File: src/inc/ocdpc_pkg.sv
// constants and types for the second output channel divider/phase block
// assumes one input clock domain; half periods are carried as sample pairs
package ocdpc_pkg;

    // register offsets
    localparam logic [7:0] ADDR_DIV_LO = 8'h21;
    localparam logic [7:0] ADDR_DIV_HI = 8'h22;
    localparam logic [7:0] ADDR_PH_LO = 8'h23;
    localparam logic [7:0] ADDR_PH_HI = 8'h24;
    localparam logic [7:0] ADDR_DRV = 8'h25;
    localparam logic [7:0] ADDR_SE = 8'h26;

    // field widths
    localparam int DIV_W = 10;
    localparam int PH_W = 11;
    localparam int CNT_W = 11;

    // writable masks, reserved bits are zero
    localparam logic [7:0] MASK_DIV_HI = 8'h03;
    localparam logic [7:0] MASK_PH_HI = 8'h07;
    localparam logic [7:0] MASK_DRV = 8'hfe;
    localparam logic [7:0] MASK_SE = 8'hfc;

    // driver control fields
    localparam int PD_BIT = 7;
    localparam int SYNC_EXCL_BIT = 6;
    localparam int DPOL_LSB = 4;
    localparam int MODE_LSB = 1;

    // single-ended control fields
    localparam int PEN_BIT = 7;
    localparam int PPOL_LSB = 5;
    localparam int NEN_BIT = 4;
    localparam int NPOL_LSB = 2;

    // reset values
    localparam logic [7:0] RST_DIV_LO = 8'h00;
    localparam logic [7:0] RST_DIV_HI = 8'h00;
    localparam logic [7:0] RST_PH_LO = 8'h00;
    localparam logic [7:0] RST_PH_HI = 8'h00;
    localparam logic [7:0] RST_DRV = 8'h14;
    localparam logic [7:0] RST_SE = 8'h00;

    // modes 110 and 111 release the differential driver
    localparam logic [1:0] MODE_HIZ_TOP = 2'h3;

    typedef enum logic [1:0] {
        POL_HIGH = 2'h0,
        POL_NONINV = 2'h1,
        POL_INV = 2'h2,
        POL_LOW = 2'h3
    } ocdpc_pol_t;

    typedef enum logic [2:0] {
        ST_IDLE = 3'h1,
        ST_DELAY = 3'h2,
        ST_RUN = 3'h4
    } ocdpc_state_t;

    typedef struct packed {
        logic wr;
        logic rd;
        logic [7:0] addr;
        logic [7:0] wdata;
    } ocdpc_req_t;

    typedef struct packed {
        ocdpc_state_t st;
        logic [CNT_W-1:0] dly;
        logic [CNT_W-1:0] pos;
        logic smp;
    } ocdpc_eng_t;

endpackage : ocdpc_pkg

File: src/verilog/ocdpc_sync2.sv
// two-flop synchroniser for one pin input
// assumes the pin is asynchronous to CLOCK
`timescale 1ns/1ns
module ocdpc_sync2 (
    // clock and control
    input wire logic clock,
    input wire logic rst_n,
    input wire logic ce,
    // level in and out
    input wire logic d,
    output logic q
);
    logic meta_reg;

    // the first stage feeds only the second
    always_ff @(posedge clock) begin
        if (!rst_n) begin
            meta_reg <= 1'b0;
            q <= 1'b0;
        end else if (ce) begin
            meta_reg <= d;
            q <= meta_reg;
        end
    end
endmodule : ocdpc_sync2

File: src/verilog/ocdpc_leg.sv
// one output driver: polarity/force select on a half-period sample pair
// assumes samples come from the channel engine on the same clock
`timescale 1ns/1ns
module ocdpc_leg
    import ocdpc_pkg::*;
(
    // clock and control
    input wire logic clock,
    input wire logic rst_n,
    input wire logic ce,
    // sample pair and selection
    input wire logic [1:0] smp,
    input wire ocdpc_pol_t sel,
    input wire logic en,
    // driver
    output logic [1:0] pair,
    output logic oe_n
);
    always_ff @(posedge clock) begin
        if (!rst_n) begin
            pair <= 2'h0;
        end else if (ce) begin
            case (sel)
                POL_HIGH: pair <= 2'h3;
                POL_NONINV: pair <= smp;
                POL_INV: pair <= ~smp;
                POL_LOW: pair <= 2'h0;
                default: pair <= 2'h0;
            endcase
        end
    end

    // output enable is low while the leg drives
    always_ff @(posedge clock) begin
        if (!rst_n) begin
            oe_n <= 1'b1;
        end else if (ce) begin
            oe_n <= ~en;
        end
    end
endmodule : ocdpc_leg

File: src/verilog/ocdpc_top.sv
// second output channel: divider, half-period phase offset and drivers
// assumes the serial port decodes host frames into single-cycle register
// requests on CLOCK, and CLOCK is the input clock of the channel
// settings act live, so a write mid-period may cut one period short
// Overview of operation
// RULE_01: divider setting is 0x21 plus 0x22[1:0]
// RULE_02: output period is setting plus one inputs
// RULE_03: phase setting is 0x23 plus 0x24[2:0]
// RULE_04: output delayed by phase times half period
// RULE_05: bit 6 clear lets sync restart divider
// RULE_06: differential polarity: high, pass, invert, low
// RULE_07: three-bit driver mode, 11x releases differential
// RULE_08: bit 7 enables positive single-ended leg
// RULE_09: bits 6:5 set positive leg polarity
// RULE_10: bit 4 enables negative single-ended leg
// RULE_11: bits 3:2 set negative leg polarity
// RULE_12: host writes zero to reserved bits
// RULE_13: bit 7 of 0x25 stops the divider
`timescale 1ns/1ns
module ocdpc_top
    import ocdpc_pkg::*;
(
    // clock, reset, enable
    input wire logic CLOCK,
    input wire logic RST_N,
    input wire logic CE,
    // register port
    input wire ocdpc_req_t REG_REQ,
    output logic [7:0] REG_RDATA,
    // output sync pin
    input wire logic SYNC_REQ,
    // differential driver, pair is {first half, second half}
    output logic [1:0] SECOND_CLOCK_OUTPUT,
    output logic SECOND_CLOCK_OUTPUT_OE_N,
    output logic [2:0] DRIVER_MODE_SELECT,
    // single-ended legs
    output logic [1:0] SECOND_OUTPUT_POSITIVE_LEG,
    output logic SECOND_OUTPUT_POSITIVE_LEG_OE_N,
    output logic [1:0] SECOND_OUTPUT_NEGATIVE_LEG,
    output logic SECOND_OUTPUT_NEGATIVE_LEG_OE_N,
    // status
    output logic DIVIDER_RUNNING
);
    logic [7:0] div_lo_reg;
    logic [7:0] div_hi_reg;
    logic [7:0] ph_lo_reg;
    logic [7:0] ph_hi_reg;
    logic [7:0] drv_reg;
    logic [7:0] se_reg;

    logic [DIV_W-1:0] channel_divider_setting;
    logic [PH_W-1:0] channel_phase_setting;
    logic channel_divider_powerdown;
    logic channel_sync_exclude;
    ocdpc_pol_t differential_polarity_select;
    logic [2:0] driver_mode_select;
    logic positive_leg_single_ended_enable;
    ocdpc_pol_t positive_leg_polarity_select;
    logic negative_leg_single_ended_enable;
    ocdpc_pol_t negative_leg_polarity_select;

    logic [CNT_W-1:0] hi_len;
    logic [CNT_W-1:0] last_pos;
    logic sync_lvl;
    logic sync_lvl_d_reg;
    logic sync_rise;
    logic pd_d_reg;
    logic restart;
    ocdpc_eng_t eng_reg;
    ocdpc_eng_t eng_next;
    ocdpc_eng_t half_a;
    ocdpc_eng_t half_b;
    logic [1:0] smp_pair;
    logic pd_wake;
    logic wr_take;
    logic rd_take;

    // a request only counts on an enabled edge
    always_comb begin
        wr_take = CE && REG_REQ.wr;
        rd_take = CE && REG_REQ.rd;
    end

    // register writes; reserved bits are masked so they read zero
    always_ff @(posedge CLOCK) begin
        if (!RST_N) begin
            div_lo_reg <= RST_DIV_LO;
            div_hi_reg <= RST_DIV_HI;
            ph_lo_reg <= RST_PH_LO;
            ph_hi_reg <= RST_PH_HI;
            drv_reg <= RST_DRV;
            se_reg <= RST_SE;
        end else if (wr_take) begin
            // RULE_12 reserved writes dropped
            case (REG_REQ.addr)
                ADDR_DIV_LO: div_lo_reg <= REG_REQ.wdata;
                ADDR_DIV_HI: div_hi_reg <= REG_REQ.wdata & MASK_DIV_HI;
                ADDR_PH_LO: ph_lo_reg <= REG_REQ.wdata;
                ADDR_PH_HI: ph_hi_reg <= REG_REQ.wdata & MASK_PH_HI;
                ADDR_DRV: drv_reg <= REG_REQ.wdata & MASK_DRV;
                ADDR_SE: se_reg <= REG_REQ.wdata & MASK_SE;
                default: ;
            endcase
        end
    end

    // read data is valid on the edge after the read request
    // reserved bits were never stored, so they read back as zero
    always_ff @(posedge CLOCK) begin
        if (!RST_N) begin
            REG_RDATA <= 8'h00;
        end else if (rd_take) begin
            case (REG_REQ.addr)
                ADDR_DIV_LO: REG_RDATA <= div_lo_reg;
                ADDR_DIV_HI: REG_RDATA <= div_hi_reg;
                ADDR_PH_LO: REG_RDATA <= ph_lo_reg;
                ADDR_PH_HI: REG_RDATA <= ph_hi_reg;
                ADDR_DRV: REG_RDATA <= drv_reg;
                ADDR_SE: REG_RDATA <= se_reg;
                default: REG_RDATA <= 8'h00;
            endcase
        end
    end

    // divider and phase settings, each byte acts on its own
    always_comb begin
        // RULE_01 ten-bit divider setting
        channel_divider_setting = {div_hi_reg[1:0], div_lo_reg};
        // RULE_03 eleven-bit phase setting
        channel_phase_setting = {ph_hi_reg[2:0], ph_lo_reg};
    end

    // driver control fields
    always_comb begin
        channel_divider_powerdown = drv_reg[PD_BIT];
        channel_sync_exclude = drv_reg[SYNC_EXCL_BIT];
        differential_polarity_select = ocdpc_pol_t'(drv_reg[DPOL_LSB +: 2]);
        driver_mode_select = drv_reg[MODE_LSB +: 3];
    end

    // single-ended leg fields, independent of the driver mode
    always_comb begin
        positive_leg_single_ended_enable = se_reg[PEN_BIT];
        positive_leg_polarity_select = ocdpc_pol_t'(se_reg[PPOL_LSB +: 2]);
        negative_leg_single_ended_enable = se_reg[NEN_BIT];
        negative_leg_polarity_select = ocdpc_pol_t'(se_reg[NPOL_LSB +: 2]);
    end

    // RULE_02 division is setting plus one
    // period of 2*(n+1) half periods keeps odd ratios at 50 percent duty
    always_comb begin
        hi_len = {1'b0, channel_divider_setting} + 11'h001;
        last_pos = {channel_divider_setting, 1'b1};
    end

    ocdpc_sync2 u_sync (
        .clock(CLOCK),
        .rst_n(RST_N),
        .ce(CE),
        .d(SYNC_REQ),
        .q(sync_lvl)
    );

    // edge detect on the synchronised level only
    always_ff @(posedge CLOCK) begin
        if (!RST_N) begin
            sync_lvl_d_reg <= 1'b0;
        end else if (CE) begin
            sync_lvl_d_reg <= sync_lvl;
        end
    end

    // power-down history, so waking up can restart the phase
    always_ff @(posedge CLOCK) begin
        if (!RST_N) begin
            pd_d_reg <= 1'b0;
        end else if (CE) begin
            pd_d_reg <= channel_divider_powerdown;
        end
    end

    // RULE_05 excluded channel ignores sync
    // leaving power-down also restarts, so phase holds after wake-up
    always_comb begin
        sync_rise = sync_lvl && !sync_lvl_d_reg;
        pd_wake = pd_d_reg && !channel_divider_powerdown;
        restart = (sync_rise && !channel_sync_exclude) || pd_wake;
    end

    // one half period of the engine; delay halves are low
    function automatic ocdpc_eng_t half_step(
        input ocdpc_eng_t e,
        input logic [CNT_W-1:0] hl,
        input logic [CNT_W-1:0] lp
    );
        ocdpc_eng_t r;
        r = e;
        r.smp = 1'b0;
        case (e.st)
            ST_DELAY: begin
                if (e.dly != 11'h000) begin
                    r.dly = e.dly - 11'h001;
                end else begin
                    r.st = ST_RUN;
                    r.smp = (e.pos < hl);
                    r.pos = (e.pos >= lp) ? 11'h000 : e.pos + 11'h001;
                end
            end
            ST_RUN: begin
                r.smp = (e.pos < hl);
                // a shrunk setting must not strand the counter
                r.pos = (e.pos >= lp) ? 11'h000 : e.pos + 11'h001;
            end
            ST_IDLE: r.smp = 1'b0;
            default: r.st = ST_IDLE;
        endcase
        return r;
    endfunction : half_step

    // two half periods per clock cycle
    always_comb begin
        half_a = half_step(eng_reg, hi_len, last_pos);
        half_b = half_step(half_a, hi_len, last_pos);
        smp_pair = {half_a.smp, half_b.smp};
        eng_next = half_b;
        if (channel_divider_powerdown) begin
            // RULE_13 power-down stops the divider
            eng_next.st = ST_IDLE;
            eng_next.pos = 11'h000;
            eng_next.dly = 11'h000;
        end else if (restart) begin
            // RULE_04 delay in half input periods
            eng_next.st = ST_DELAY;
            eng_next.dly = channel_phase_setting;
            eng_next.pos = 11'h000;
        end
    end

    // reset lands in the delay state with no delay, so the clock starts at once
    always_ff @(posedge CLOCK) begin
        if (!RST_N) begin
            eng_reg <= '{st: ST_DELAY, dly: 11'h000, pos: 11'h000, smp: 1'b0};
        end else if (CE) begin
            eng_reg <= eng_next;
        end
    end

    // status follows the state the engine is entering
    always_ff @(posedge CLOCK) begin
        if (!RST_N) begin
            DIVIDER_RUNNING <= 1'b0;
        end else if (CE) begin
            DIVIDER_RUNNING <= (eng_next.st == ST_RUN);
        end
    end

    // RULE_07 mode code to the driver
    always_ff @(posedge CLOCK) begin
        if (!RST_N) begin
            DRIVER_MODE_SELECT <= RST_DRV[MODE_LSB +: 3];
        end else if (CE) begin
            DRIVER_MODE_SELECT <= driver_mode_select;
        end
    end

    // all three drivers share one sample pair, so they stay aligned
    // RULE_06 differential polarity and force
    ocdpc_leg u_diff (
        .clock(CLOCK),
        .rst_n(RST_N),
        .ce(CE),
        .smp(smp_pair),
        .sel(differential_polarity_select),
        // RULE_07 codes 110 and 111 release it
        .en(driver_mode_select[2:1] != MODE_HIZ_TOP),
        .pair(SECOND_CLOCK_OUTPUT),
        .oe_n(SECOND_CLOCK_OUTPUT_OE_N)
    );

    // RULE_08 positive leg enable
    // RULE_09 positive leg polarity
    ocdpc_leg u_pos (
        .clock(CLOCK),
        .rst_n(RST_N),
        .ce(CE),
        .smp(smp_pair),
        .sel(positive_leg_polarity_select),
        .en(positive_leg_single_ended_enable),
        .pair(SECOND_OUTPUT_POSITIVE_LEG),
        .oe_n(SECOND_OUTPUT_POSITIVE_LEG_OE_N)
    );

    // RULE_10 negative leg enable
    // RULE_11 negative leg polarity
    ocdpc_leg u_neg (
        .clock(CLOCK),
        .rst_n(RST_N),
        .ce(CE),
        .smp(smp_pair),
        .sel(negative_leg_polarity_select),
        .en(negative_leg_single_ended_enable),
        .pair(SECOND_OUTPUT_NEGATIVE_LEG),
        .oe_n(SECOND_OUTPUT_NEGATIVE_LEG_OE_N)
    );

endmodule : ocdpc_top

File: config.mk
export PLATFORM = sky130hd
export DESIGN_NAME = ocdpc_top
export DESIGN_NICKNAME = d
export VERILOG_FILES = /design/src/inc/ocdpc_pkg.sv /design/src/verilog/ocdpc_sync2.sv /design/src/verilog/ocdpc_leg.sv /design/src/verilog/ocdpc_top.sv
export SDC_FILE = /design/constraint.sdc
export NUM_CORES = 1
export LEC_CHECK = 0
export CELL_PAD_IN_SITES_DETAIL_PLACEMENT = 1
export CELL_PAD_IN_SITES_GLOBAL_PLACEMENT = 2
export CORE_MARGIN = 4
export CORE_UTILIZATION = 40
export CTS_CLUSTER_DIAMETER = 200
export CTS_CLUSTER_SIZE = 28
export DETAILED_ROUTE_END_ITERATION = 10
export DONT_BUFFER_PORTS = 1
export PLACE_DENSITY_LB_ADDON = 0.08
export SYNTH_ARGS = -nofsm -noshare
export SYNTH_HDL_FRONTEND = slang
export SYNTH_SLANG_ARGS = --single-unit
export TNS_END_PERCENT = 1
File: constraint.sdc
create_clock -name CLOCK -period 5.25 [get_ports CLOCK]
set_input_delay 1.575 -clock CLOCK [delete_from_list [all_inputs] [get_ports CLOCK]]
set_output_delay 1.575 -clock CLOCK [all_outputs]
set_load 0.02 [all_outputs]
==> results.json <==
{
  "cts-resized-gates": 0,
  "relSlewSlack_pct": 18.5,
  "synth.area.top_cells": "dfxtp_1, ha_1, mux2i_1",
  "syn_area_um2": 6080,
  "vias": 5573,
  "critPathMaxFanout": 9,
  "ctsHoldBuffers": 0,
  "finalSetupViolations": 0,
  "period_share_pct": 89.8,
  "drc": 0,
  "endpoint_kind": "flop",
  "drt_iter0_markers": 381,
  "whs_path_depth": 2,
  "crit_arrival_ps": 5010,
  "clock_latency_ps": 360,
  "yosysMostFrequentCell": "dfxtp_1",
  "ys_seq_area_share_pct": 27.6,
  "worstRegToRegCells": 18,
  "syn_nets": 792,
  "viasPerCell": 6.19,
  "syn_area_per_cell_um2": 8.39,
  "ant_nets": 0,
  "overflow": 0,
  "nNetsFinal": 779,
  "synth_area_leader_cell": "dfxtp_1",
  "max_cap_viol_count": 0,
  "hold_viol": 0,
  "synth_cells": 725,
  "clk_path_buf_depth": 2,
  "cts_root_buf": "clkbuf_16",
  "ys_warn_count": 0,
  "min_period_ps": 4710,
  "postSynth.asyncResetShare_pct": 0,
  "yosysUniqueCellTypes": 74,
  "synth_edf_count": 0,
  "p_clk_share_pct": 19.2,
  "ioPinCount": 43,
  "initial_utilization_pct": 41.4,
  "cts.sinks": 84,
  "skew_ps": 11.8,
  "dr.pass1.iters": 5,
  "die_y_um": 131,
  "crit_path_max_incr_delay_ps": 480,
  "cpMaxStageDelayCell": "or3_1",
  "antenna_cells": 0,
  "numPortBuffers": 0,
  "drive_gt1_share_pct": 7.53,
  "rsz0062_at_grt": "no",
  "wl_per_cell_um": 22.5,
  "hp-class": "reg2reg",
  "tns_ps": 0,
  "coreArea_um2": 14700,
  "crit_required_ps": 5550,
  "power_switching_mw": 1.74,
  "postCtsSetupRepairBufs": 0,
  "largest_reg_flops": 25,
  "run_status": "finished clean",
  "p_int_mw": 1.88,
  "powerDensity_nw_per_um2": 550,
  "ys.flop_type": "dfxtp_1",
  "critPathKind": "reg2reg",
  "place.gp.congestion": 0.869,
  "grt_pass1_wl_um": 32300,
  "htree_levels": 3,
  "p_sw_share_pct": 48.1,
  "ir_drop_uv": 273,
  "antenna_found_initial": 0,
  "syn2layout_area_growth_pct": 8.17,
  "n_fill_cell": 1723,
  "row_count": 44,
  "ys_ff_latch": 84,
  "power_leakage_nw": 2.55,
  "path_cells": "inv_1, ha_1, nor3b_1, a31oi_1, or3_1, nor2_4, a22oi_1, inv_2, ha_1, a21o_1, a21oi_1, nor2b_1, o41ai_1, o211ai_1, a21oi_2, o211ai_1, a31oi_1, o21a_1",
  "drv_slew": 0,
  "die_w_um": 131,
  "grt_usage_pct": 23.1,
  "grt_max_degree": 96,
  "comb_power_share_pct": 58.5,
  "die_area_um2": 17200,
  "start_kind": "flop",
  "clkTransAtPathRegs_ps": 70,
  "cts_made_buffers": 9,
  "tightest_slew_ps": 1210,
  "first_global_vias": 5651,
  "finalPower_mw": 3.62,
  "finish.utilization_pct": 44.8,
  "cts_tree": "done",
  "seq_power_share_pct": 22.3,
  "yosysTopAreaCellShare_pct": 27.6,
  "max_freq_ghz": 0.212,
  "wl_um": 20200,
  "dp_hpwl_um": 15500,
  "synth_commonest_cells": "dfxtp_1, nor2b_1, mux2i_1, ha_1, nand2_1"
}
-- metrics by stage --
stage | area (um^2) | worst slack, ps | cells | hold slack, ps
6_report | 6580 | 538 | 901 | 496
5_1_grt | 6580 | 131 | 901 | 519
2_1_floorplan | 6080 | 1190 | 725 | 457
3_3_place_gp | 6270 | 850 | 885 | 492
4_1_cts | 6580 | 677 | 901 | 507
3_5_place_dp | 6270 | 746 | 885 | 496
-- cells by family after synthesis --
logic type,synth area share (%)
fa+ha+maj,9.26
compound gates,22.0
mux,8.72
buf+inv,4.24
flops,27.6
simple gates,24.8
xor+xnor,3.31
-- cells in the final DEF (no fill, tap or decap), types with 25 or more instances in the layout --
cell      n
mux2i_1  53
o21ai_0  26
nor2b_1  61
nand2_1  45
inv_1    25
dfxtp_1  84
nor2_1   35
nand3_1  36
a21oi_1  29
ha_1     45
-- worst max-delay path: cells and delay by family (launching register included) --
kind	cells	cell delay (ps)
fa+ha+maj	2	540
compound gates	10	2180
simple gates	4	1240
buf+inv	2	290
flops	1	420
-- metal layers --
metal / global-route usage (%) / part of all wire, %
met5: 0 / 0
met4: 4.73 / 0.66
met3: 4.01 / 4.2
met2: 37.9 / 47
met1: 32.2 / 48
-- power groups by stage --
stage	logic (mW)	registers [mW]	clock network [mW]
after CTS	2.09	0.807	0.707
after global routing	2.31	0.818	0.740
after detailed placement	2.08	0.822	0
after floorplan	1.55	0.796	0
after global placement	2.04	0.820	0
final	2.12	0.808	0.694
-- final cells by class --
cell class | count | area [um^2] | area share [%]
multi-input cells | 576 | 4140 | 63.0
flip-flops and latches | 84 | 1680 | 25.6
well taps | 184 | 230 | 3.50
clock buffers | 9 | 225 | 3.42
repair buffers | 15 | 113 | 1.71
inverters | 26 | 97.6 | 1.48
clock inverters | 7 | 88.8 | 1.35
-- final timing paths --
check,slack (ps),endpoint,startpoint
max,540,eng_reg[6],eng_reg[12]
min,500,div_hi_reg[0],div_hi_reg[0]
max reg2reg,540,eng_reg[6],eng_reg[12]
min reg2reg,500,div_hi_reg[0],div_hi_reg[0]
Note: power is estimated with default switching activity, not from simulation.
